## src/iag_pkg.sv

```systemverilog
// Purpose: Shared constants for the 24-source interrupt aggregator.
// Assumes: APB with 32-bit data; each register takes one aligned word.
// Notes: Register indices are word offsets; the bus address is four times the index.
`default_nettype none
package iag_pkg;
   localparam int unsigned IAG_AW = 16;
   localparam int unsigned IAG_DW = 32;
   localparam int unsigned IAG_NSRC = 24;
   localparam int unsigned IAG_NLVL = 16;
   localparam int unsigned IAG_NEDGE = 8;
   localparam int unsigned IAG_IDW = 5;

   // Register indices; bus byte address is the index times four.
   localparam logic [11:0] IAG_IDX_EN0 = 12'h640;
   localparam logic [11:0] IAG_IDX_EN1 = 12'h641;
   localparam logic [11:0] IAG_IDX_EN2 = 12'h642;
   localparam logic [11:0] IAG_IDX_CTRL = 12'h643;
   localparam logic [11:0] IAG_IDX_PRIO0 = 12'h644;
   localparam logic [11:0] IAG_IDX_PRIO1 = 12'h645;
   localparam logic [11:0] IAG_IDX_PRIO2 = 12'h646;
   localparam logic [11:0] IAG_IDX_PEND0 = 12'h648;
   localparam logic [11:0] IAG_IDX_PEND1 = 12'h649;
   localparam logic [11:0] IAG_IDX_PEND2 = 12'h64a;
   localparam logic [11:0] IAG_IDX_STAT = 12'h64c;
   localparam logic [11:0] IAG_IDX_SMASK = 12'h64d;

   // Reset values.
   localparam logic [7:0] IAG_RST_BYTE = 8'h00;
   localparam logic [23:0] IAG_RST_WORD = 24'h000000;
   localparam logic [1:0] IAG_RST_STAT = 2'h0;

   // Field positions and implemented-bit masks.
   localparam int unsigned IAG_CTRL_EN_BIT = 0;
   localparam logic [23:0] IAG_SRC_VALID = 24'h7f7fff;
   localparam logic [15:0] IAG_LVL_VALID = 16'h7fff;
   localparam logic [7:0] IAG_EDGE_VALID = 8'h7f;
   localparam int unsigned IAG_STAT_EDGE_BIT = 0;
   localparam int unsigned IAG_STAT_REQ_BIT = 1;
   localparam logic [1:0] IAG_STAT_VALID = 2'h3;

   typedef enum logic [3:0] {
      IAG_R_EN0, IAG_R_EN1, IAG_R_EN2, IAG_R_CTRL,
      IAG_R_PRIO0, IAG_R_PRIO1, IAG_R_PRIO2,
      IAG_R_PEND0, IAG_R_PEND1, IAG_R_PEND2,
      IAG_R_STAT, IAG_R_SMASK, IAG_R_NONE
   } iag_reg_t;
endpackage
`default_nettype wire
```

## src/iag_irq_aggregator.sv

```systemverilog
// Purpose: Gathers 24 peripheral interrupt sources into one prioritised CPU request.
// Assumes: Sources come from logic on pclk; APB master follows the usual protocol.
// Notes: Zero-wait APB slave; unmapped addresses answer with pslverr.
`default_nettype none
module iag_irq_aggregator
   import iag_pkg::*;
(
   input wire logic pclk,
   input wire logic presetn,
   input wire logic clk_en,
   input wire logic psel,
   input wire logic penable,
   input wire logic pwrite,
   input wire logic [IAG_AW-1:0] paddr,
   input wire logic [IAG_DW-1:0] pwdata,
   input wire logic [3:0] pstrb,
   output logic [IAG_DW-1:0] prdata,
   output logic pready,
   output logic pslverr,
   input wire logic [IAG_NLVL-1:0] level_src,
   input wire logic [IAG_NEDGE-1:0] edge_src,
   output logic cpu_irq,
   output logic cpu_irq_high,
   output logic [IAG_IDW-1:0] cpu_irq_id,
   output logic stat_irq
);

   // Address decoding shared by the read and write paths.
   function automatic iag_reg_t decode(input logic [IAG_AW-1:0] a);
      iag_reg_t r;
      r = IAG_R_NONE;
      if (a[1:0] != 2'h0 || a[IAG_AW-1:14] != 2'h0)
      begin
         r = IAG_R_NONE;
      end
      else if (a[13:2] == IAG_IDX_EN0)
      begin
         r = IAG_R_EN0;
      end
      else if (a[13:2] == IAG_IDX_EN1)
      begin
         r = IAG_R_EN1;
      end
      else if (a[13:2] == IAG_IDX_EN2)
      begin
         r = IAG_R_EN2;
      end
      else if (a[13:2] == IAG_IDX_CTRL)
      begin
         r = IAG_R_CTRL;
      end
      else if (a[13:2] == IAG_IDX_PRIO0)
      begin
         r = IAG_R_PRIO0;
      end
      else if (a[13:2] == IAG_IDX_PRIO1)
      begin
         r = IAG_R_PRIO1;
      end
      else if (a[13:2] == IAG_IDX_PRIO2)
      begin
         r = IAG_R_PRIO2;
      end
      else if (a[13:2] == IAG_IDX_PEND0)
      begin
         r = IAG_R_PEND0;
      end
      else if (a[13:2] == IAG_IDX_PEND1)
      begin
         r = IAG_R_PEND1;
      end
      else if (a[13:2] == IAG_IDX_PEND2)
      begin
         r = IAG_R_PEND2;
      end
      else if (a[13:2] == IAG_IDX_STAT)
      begin
         r = IAG_R_STAT;
      end
      else if (a[13:2] == IAG_IDX_SMASK)
      begin
         r = IAG_R_SMASK;
      end
      return r;
   endfunction

   // Lowest-numbered set bit; used for both priority levels.
   function automatic logic [IAG_IDW-1:0] first_set(input logic [IAG_NSRC-1:0] v);
      logic [IAG_IDW-1:0] id;
      id = '0;
      for (int i = IAG_NSRC - 1; i >= 0; i--)
      begin
         if (v[i])
         begin
            id = IAG_IDW'(i);
         end
      end
      return id;
   endfunction

   logic [IAG_NSRC-1:0] en_q, en_d;
   logic [IAG_NSRC-1:0] prio_q, prio_d;
   logic ctrl_en_q, ctrl_en_d;
   logic [IAG_NLVL-1:0] lvl_q, lvl_d;
   logic [IAG_NEDGE-1:0] edge_flag_q, edge_flag_d;
   logic [IAG_NEDGE-1:0] edge_prev_q, edge_prev_d;
   logic [1:0] stat_q, stat_d;
   logic [1:0] smask_q, smask_d;
   logic [IAG_DW-1:0] prdata_q, prdata_d;
   logic pready_q, pready_d;
   logic pslverr_q, pslverr_d;
   logic req_q, req_d;
   logic high_q, high_d;
   logic [IAG_IDW-1:0] id_q, id_d;
   logic stat_irq_q, stat_irq_d;

   logic setup_ph, wr_acc;
   iag_reg_t rsel, wsel;
   logic [7:0] wbyte;
   logic [IAG_NSRC-1:0] pend, act, act_hi;
   logic [IAG_NEDGE-1:0] edge_rise, edge_clr;

   assign setup_ph = psel && !penable;
   // Writes take effect only at the access edge where pready is seen high.
   assign wr_acc = psel && penable && pready_q && pwrite && pstrb[0];
   assign rsel = decode(paddr);
   assign wsel = rsel;
   assign wbyte = pwdata[7:0];
   assign pend = {edge_flag_q, lvl_q};
   assign act = pend & en_q;
   assign act_hi = act & prio_q;
   assign edge_rise = edge_src & ~edge_prev_q & IAG_EDGE_VALID;
   assign edge_clr = (wr_acc && wsel == IAG_R_PEND2) ? wbyte : 8'h00;

   always_comb
   begin
      en_d = en_q;
      prio_d = prio_q;
      ctrl_en_d = ctrl_en_q;
      smask_d = smask_q;
      if (wr_acc)
      begin
         case (wsel)
            IAG_R_EN0: en_d[7:0] = wbyte;
            IAG_R_EN1: en_d[15:8] = wbyte & IAG_SRC_VALID[15:8];
            IAG_R_EN2: en_d[23:16] = wbyte & IAG_SRC_VALID[23:16];
            IAG_R_CTRL: ctrl_en_d = wbyte[IAG_CTRL_EN_BIT];
            IAG_R_PRIO0: prio_d[7:0] = wbyte;
            IAG_R_PRIO1: prio_d[15:8] = wbyte & IAG_SRC_VALID[15:8];
            IAG_R_PRIO2: prio_d[23:16] = wbyte & IAG_SRC_VALID[23:16];
            IAG_R_SMASK: smask_d = wbyte[1:0] & IAG_STAT_VALID;
            default: ;
         endcase
      end
   end

   always_comb
   begin
      // Level flags mirror the peripheral; no register write can clear them.
      lvl_d = level_src & IAG_LVL_VALID;
      edge_prev_d = edge_src;
      // A new edge in the clearing cycle wins, so no event is lost.
      edge_flag_d = (edge_flag_q & ~edge_clr) | edge_rise;
      stat_d = stat_q;
      if (wr_acc && wsel == IAG_R_STAT)
      begin
         stat_d = stat_q & ~wbyte[1:0];
      end
      if (|edge_rise)
      begin
         stat_d[IAG_STAT_EDGE_BIT] = 1'b1;
      end
      if (req_d && !req_q)
      begin
         stat_d[IAG_STAT_REQ_BIT] = 1'b1;
      end
      stat_irq_d = |(stat_d & smask_d);
   end

   always_comb
   begin
      // The request is a level held until the CPU's handler removes the cause.
      req_d = ctrl_en_q && (|act);
      high_d = req_d && (|act_hi);
      // With no request the index reads zero, so a stale id is never mistaken for a live one.
      id_d = '0;
      if (req_d)
      begin
         id_d = (|act_hi) ? first_set(act_hi) : first_set(act);
      end
   end

   always_comb
   begin
      prdata_d = prdata_q;
      pslverr_d = pslverr_q;
      pready_d = setup_ph;
      if (setup_ph)
      begin
         prdata_d = '0;
         pslverr_d = (rsel == IAG_R_NONE);
         if (!pwrite)
         begin
            case (rsel)
               IAG_R_EN0: prdata_d[7:0] = en_q[7:0];
               IAG_R_EN1: prdata_d[7:0] = en_q[15:8];
               IAG_R_EN2: prdata_d[7:0] = en_q[23:16];
               IAG_R_CTRL: prdata_d[IAG_CTRL_EN_BIT] = ctrl_en_q;
               IAG_R_PRIO0: prdata_d[7:0] = prio_q[7:0];
               IAG_R_PRIO1: prdata_d[7:0] = prio_q[15:8];
               IAG_R_PRIO2: prdata_d[7:0] = prio_q[23:16];
               IAG_R_PEND0: prdata_d[7:0] = pend[7:0];
               IAG_R_PEND1: prdata_d[7:0] = pend[15:8];
               IAG_R_PEND2: prdata_d[7:0] = pend[23:16];
               IAG_R_STAT: prdata_d[1:0] = stat_q;
               IAG_R_SMASK: prdata_d[1:0] = smask_q;
               default: ;
            endcase
         end
      end
   end

   always_ff @(posedge pclk or negedge presetn)
   begin
      if (!presetn)
      begin
         en_q <= IAG_RST_WORD;
         prio_q <= IAG_RST_WORD;
         ctrl_en_q <= 1'b0;
         smask_q <= IAG_RST_STAT;
      end
      else if (clk_en)
      begin
         en_q <= en_d;
         prio_q <= prio_d;
         ctrl_en_q <= ctrl_en_d;
         smask_q <= smask_d;
      end
   end

   always_ff @(posedge pclk or negedge presetn)
   begin
      if (!presetn)
      begin
         lvl_q <= IAG_RST_WORD[15:0];
         edge_flag_q <= IAG_RST_BYTE;
         edge_prev_q <= IAG_RST_BYTE;
         stat_q <= IAG_RST_STAT;
         stat_irq_q <= 1'b0;
      end
      else if (clk_en)
      begin
         lvl_q <= lvl_d;
         edge_flag_q <= edge_flag_d;
         edge_prev_q <= edge_prev_d;
         stat_q <= stat_d;
         stat_irq_q <= stat_irq_d;
      end
   end

   always_ff @(posedge pclk or negedge presetn)
   begin
      if (!presetn)
      begin
         req_q <= 1'b0;
         high_q <= 1'b0;
         id_q <= '0;
      end
      else if (clk_en)
      begin
         req_q <= req_d;
         high_q <= high_d;
         id_q <= id_d;
      end
   end

   always_ff @(posedge pclk or negedge presetn)
   begin
      if (!presetn)
      begin
         prdata_q <= '0;
         pready_q <= 1'b0;
         pslverr_q <= 1'b0;
      end
      else if (clk_en)
      begin
         prdata_q <= prdata_d;
         pready_q <= pready_d;
         pslverr_q <= pslverr_d;
      end
   end

   assign prdata = prdata_q;
   assign pready = pready_q;
   assign pslverr = pslverr_q;
   assign cpu_irq = req_q;
   assign cpu_irq_high = high_q;
   assign cpu_irq_id = id_q;
   assign stat_irq = stat_irq_q;

endmodule
`default_nettype wire

```

## config.mk

```make
export PLATFORM = sky130hd
export DESIGN_NAME = iag_irq_aggregator
export DESIGN_NICKNAME = d
export VERILOG_FILES = /design/src/iag_pkg.sv /design/src/iag_irq_aggregator.sv
export SDC_FILE = /design/constraint.sdc
export NUM_CORES = 1
export LEC_CHECK = 0
export ABC_AREA = 0
export BUFFER_PORTS_ARGS = -buffer_cell sky130_fd_sc_hd__buf_2
export CAP_MARGIN = 20
export CORE_UTILIZATION = 50
export DETAILED_ROUTE_END_ITERATION = 10
export GPL_ROUTABILITY_DRIVEN = 0
export GPL_TIMING_DRIVEN = 1
export PLACE_DENSITY = 0.84
export SYNTH_ARGS = -nofsm -noshare
export SYNTH_HDL_FRONTEND = slang
export SYNTH_SLANG_ARGS = --single-unit
```

## constraint.sdc

```tcl
create_clock -name pclk -period 2.93 [get_ports pclk]
set_input_delay 0.1465 -clock pclk [delete_from_list [all_inputs] [get_ports pclk]]
set_output_delay 0.1465 -clock pclk [all_outputs]
set_load 0.01 [all_outputs]
```

==> results.txt <==
First-pass GRT wire length: 27.32 mm
Global-route congestion overflow total: 0
Type of the most critical hold path: in -> reg
Chip height: 110.2 um
Total standard cell area after synthesis: 5849 sq um
Count of inserted antenna diode cells: 0
Number of nets in the layout: 727
Remaining DRCs: 3
Worst skew pair latency: 0.35 ns
Area enclosed by the die boundary: 12,140 sq um
Count of flip-flops with a built-in enable after synthesis: 0
Final instance area: 6619 sq um
Vias after detailed routing: 5,398
Vias in the first global route: 5,163
CTS clk-pin slew, worst paths: 0.07 ns
Ratio of final minimum period to clock period: 87.03%
Detailed Route Iter0 Violations: 971
Mean cell area of the mapped netlist: 10.23 sq um
Clock H-tree levels: 3
Max frequency: 392.1 MHz
Max-cap violations: 0
Layout cells sized above 1: 28.15%
Post-DP HPWL: 12.47 mm
Area growth from synthesis to final layout: 13.16%
Number of pins with negative max-slew slack in the final report: 0
Synthesized netlist cell count: 572
Setup TNS: 0 ns
Result of the run: finished with violations
Standard cell core area: 11,420 sq um
Initial core utilization: 51.23%
Category of the worst setup path capture point: flop
Top_reg_cell synth: sky130_fd_sc_hd__dfrtp_1
Sequential share of the synthesized area: 41.50%
Signal arrival time at the worst endpoint: 2.77 ns
Slew @ Worst Pin: 0.8502 ns
First drt pass iteration count: 11
Total wire length: 17.34 mm
WL/cell: 21.87 um
Pwr Density: 440.6 nW/um^2
Failing checks: design-rule violations
Placed standard-cell area: 6295 sq um
Count of final setup violators: 0
Classification of the worst setup path: reg -> reg
Biggest fanout along the worst timing path: 7
FILL cells: 968
Number of distinct library cells after synthesis: 73
Remaining max-slew budget at the tightest pin: 43.23%
Setup repair after global routing missed its margin: no
Buffers from clock root to sink, at most: 2
Layout Skew: 0.01078 ns
P_leak: 3.110 nW
Type of element launching the critical path: flop
TritonCTS buffer count: 9
Min cycle time layout: 2.550 ns
Maximum ir drop on the vdd rail: 0.2533 mV
CTS tree: built
Endpoint required time on the critical path: 3.15 ns
Number of routed nets with antenna violations: 0
Post-CTS Setup Repair Bufs: 0
Post-Route Hold Slack: 0.02850 ns
Pin count of the biggest net entering global routing: 98
Number of standard-cell rows in the floorplan: 39
Initial antenna violation count: 0
Warnings from Yosys: 0
Async SR Flop Fraction: 100.0%
Total power after layout: 2.916 mW
Endpoints failing hold: 0
Die width: 110.2 um
Root buffer cell: sky130_fd_sc_hd__clkbuf_16
Avg Vias per Cell: 6.807
Total of buffers placed on input and output ports: 70
Top-level I/O count: 124
TritonCTS sink count: 97
Flip-flop and latch count after synthesis: 97
Total global-route track usage: 30.38%
-- layer usage --
layer,vias to the layer above,GRT usage [%],part of all wire (%)
li1,2286,-,-
met1,2533,39.22,37
met2,451,44.91,43
met3,126,8.877,13
met4,2,18.70,6.6
met5,-,0,0.081
-- through the flow --
stage / std cells / util (%) / setup slack [ns]
2_1_floorplan: 595 / - / 0.8079
3_3_place_gp: 775 / 55.13 / 0.4293
3_5_place_dp: 775 / 55.13 / 0.3313
4_1_cts: 793 / 57.97 / 0.4976
5_1_grt: 793 / 57.97 / 0.2518
6_report: 793 / 57.97 / 0.3799
-- cell usage in the layout (no fill, tap or decap), types with 4 or more instances in the layout --
cell type                   count
sky130_fd_sc_hd__dfrtp_1       97
sky130_fd_sc_hd__buf_2         69
sky130_fd_sc_hd__mux2_2        61
sky130_fd_sc_hd__nand2_1       54
sky130_fd_sc_hd__nand3_1       28
sky130_fd_sc_hd__nor2_1        27
sky130_fd_sc_hd__conb_1        24
sky130_fd_sc_hd__mux2i_1       18
sky130_fd_sc_hd__a21oi_1       18
sky130_fd_sc_hd__a22oi_1       16
sky130_fd_sc_hd__o21ai_0       16
sky130_fd_sc_hd__and3_1        13
sky130_fd_sc_hd__mux2_1        13
sky130_fd_sc_hd__nand2b_1      10
sky130_fd_sc_hd__a22o_1        10
sky130_fd_sc_hd__nor2b_1        9
sky130_fd_sc_hd__inv_1          9
sky130_fd_sc_hd__clkbuf_16      9
sky130_fd_sc_hd__buf_4          9
sky130_fd_sc_hd__a32oi_1        8
sky130_fd_sc_hd__nor4_1         7
sky130_fd_sc_hd__nand3b_1       6
sky130_fd_sc_hd__nor3_1         6
sky130_fd_sc_hd__or3_1          5
sky130_fd_sc_hd__o211ai_1       5
sky130_fd_sc_hd__nor3b_1        4
sky130_fd_sc_hd__a221oi_1       4
sky130_fd_sc_hd__nand4_1        4
sky130_fd_sc_hd__a222oi_1       4
sky130_fd_sc_hd__o32ai_1        4
-- sequential cells by signal, indices dropped and copies added (netlist names) --
name / count
lvl_q: 15
pslverr: 1
cpu_irq: 1
cpu_irq_id: 5
stat_q: 2
cpu_irq_high: 1
prio_q: 22
smask_q: 2
pready: 1
edge_prev_q: 7
prdata: 8
en_q: 22
ctrl_en_q: 1
stat_irq: 1
edge_flag_q: 8
-- kinds of logic after synthesis --
| family | after synthesis | share of synthesized area (%) |
|---|---|---|
| adders and majority gates | 1 | 0.1711 |
| and+or+nand+nor | 202 | 19.47 |
| DFF | 97 | 41.50 |
| muxes | 92 | 17.33 |
| buffers and inverters | 51 | 4.898 |
| xor gates and xnor gates | 1 | 0.1498 |
| AOI/OAI and AO/OA | 127 | 16.43 |
| other | 1 | 0.06411 |
-- cell usage after synthesis (4+ instances only) --
cell type	instances	area share, %
sky130_fd_sc_hd__a221oi_1	4	0.60
sky130_fd_sc_hd__nor3_1	6	0.51
sky130_fd_sc_hd__o21ai_0	16	1.4
sky130_fd_sc_hd__o211ai_1	5	0.64
sky130_fd_sc_hd__a21oi_1	18	1.5
sky130_fd_sc_hd__nor2b_1	9	0.96
sky130_fd_sc_hd__dfrtp_1	97	41
sky130_fd_sc_hd__nor2_1	27	1.7
sky130_fd_sc_hd__nand3b_1	6	0.77
sky130_fd_sc_hd__a22oi_1	16	2.1
sky130_fd_sc_hd__nand4_1	4	0.43
sky130_fd_sc_hd__nand2b_1	10	1.1
sky130_fd_sc_hd__mux2_2	61	12
sky130_fd_sc_hd__o32ai_1	4	0.60
sky130_fd_sc_hd__and3_1	13	1.4
sky130_fd_sc_hd__a22o_1	10	1.5
sky130_fd_sc_hd__nand3_1	28	2.4
sky130_fd_sc_hd__clkbuf_1	12	0.77
sky130_fd_sc_hd__nor4_1	7	0.75
sky130_fd_sc_hd__buf_2	4	0.34
sky130_fd_sc_hd__a32oi_1	8	1.2
sky130_fd_sc_hd__inv_1	9	0.58
sky130_fd_sc_hd__or3_1	5	0.53
sky130_fd_sc_hd__nor3b_1	4	0.51
sky130_fd_sc_hd__mux2i_1	18	3.1
sky130_fd_sc_hd__mux2_1	13	2.5
sky130_fd_sc_hd__a222oi_1	4	0.68
sky130_fd_sc_hd__buf_4	24	3.1
sky130_fd_sc_hd__nand2_1	54	3.5
-- layout make-up --
cell class | count | area (sq um) | area share [%]
multi-input combinational | 447 | 3222 | 48.68
sequential | 97 | 2427 | 36.67
timing repair buffer | 81 | 452.9 | 6.843
clock buffer | 10 | 239.0 | 3.611
tap | 143 | 178.9 | 2.703
clock inverter | 6 | 65.06 | 0.9830
inverter | 9 | 33.78 | 0.5104
-- what timing repair did --
| item | 4_1_cts | 5_1_grt |
|---|---|---|
| endpoints found under the hold margin | 98 | 0 |
| resized for setup | 0 | 0 |
| endpoints found under the setup margin | 0 | 0 |
| hold buffers | 2 | 0 |
-- critical path, cell delays in order (launching register included) --
cell                       delay, ns
sky130_fd_sc_hd__dfrtp_1        0.49
sky130_fd_sc_hd__a222oi_1       0.44
sky130_fd_sc_hd__nand3_1        0.27
sky130_fd_sc_hd__o311ai_1       0.61
sky130_fd_sc_hd__buf_4          0.26
sky130_fd_sc_hd__nor3_1         0.07
sky130_fd_sc_hd__a32oi_1        0.17
sky130_fd_sc_hd__o21ai_0        0.10
-- where the power goes --
part / internal (mW) / total, mW / switching (mW)
clock network: 0.686 / 1.20 / 0.512
logic: 0.107 / 0.272 / 0.165
registers: 1.38 / 1.45 / 0.0650
total: 2.17 / 2.92 / 0.742
-- path summary, 6_finish.rpt --
| kind | startpoint | endpoint | slack (ns) | cells after the start |
|---|---|---|---|---|
| max | lvl_q[14] | cpu_irq_id[0] | 0.38 | 7 |
| min | level_src[1] | lvl_q[1] | 0.03 | 2 |
| max reg2reg | lvl_q[14] | cpu_irq_id[0] | 0.38 | 7 |
| min reg2reg | cpu_irq_id[3] | cpu_irq_id[3] | 0.50 | 1 |
| max in group asynchronous | presetn | en_q[16] | 2.13 | 3 |
| min in group asynchronous | presetn | lvl_q[0] | 0.39 | 3 |
No activity file was read; power rests on OpenSTA's default activity.
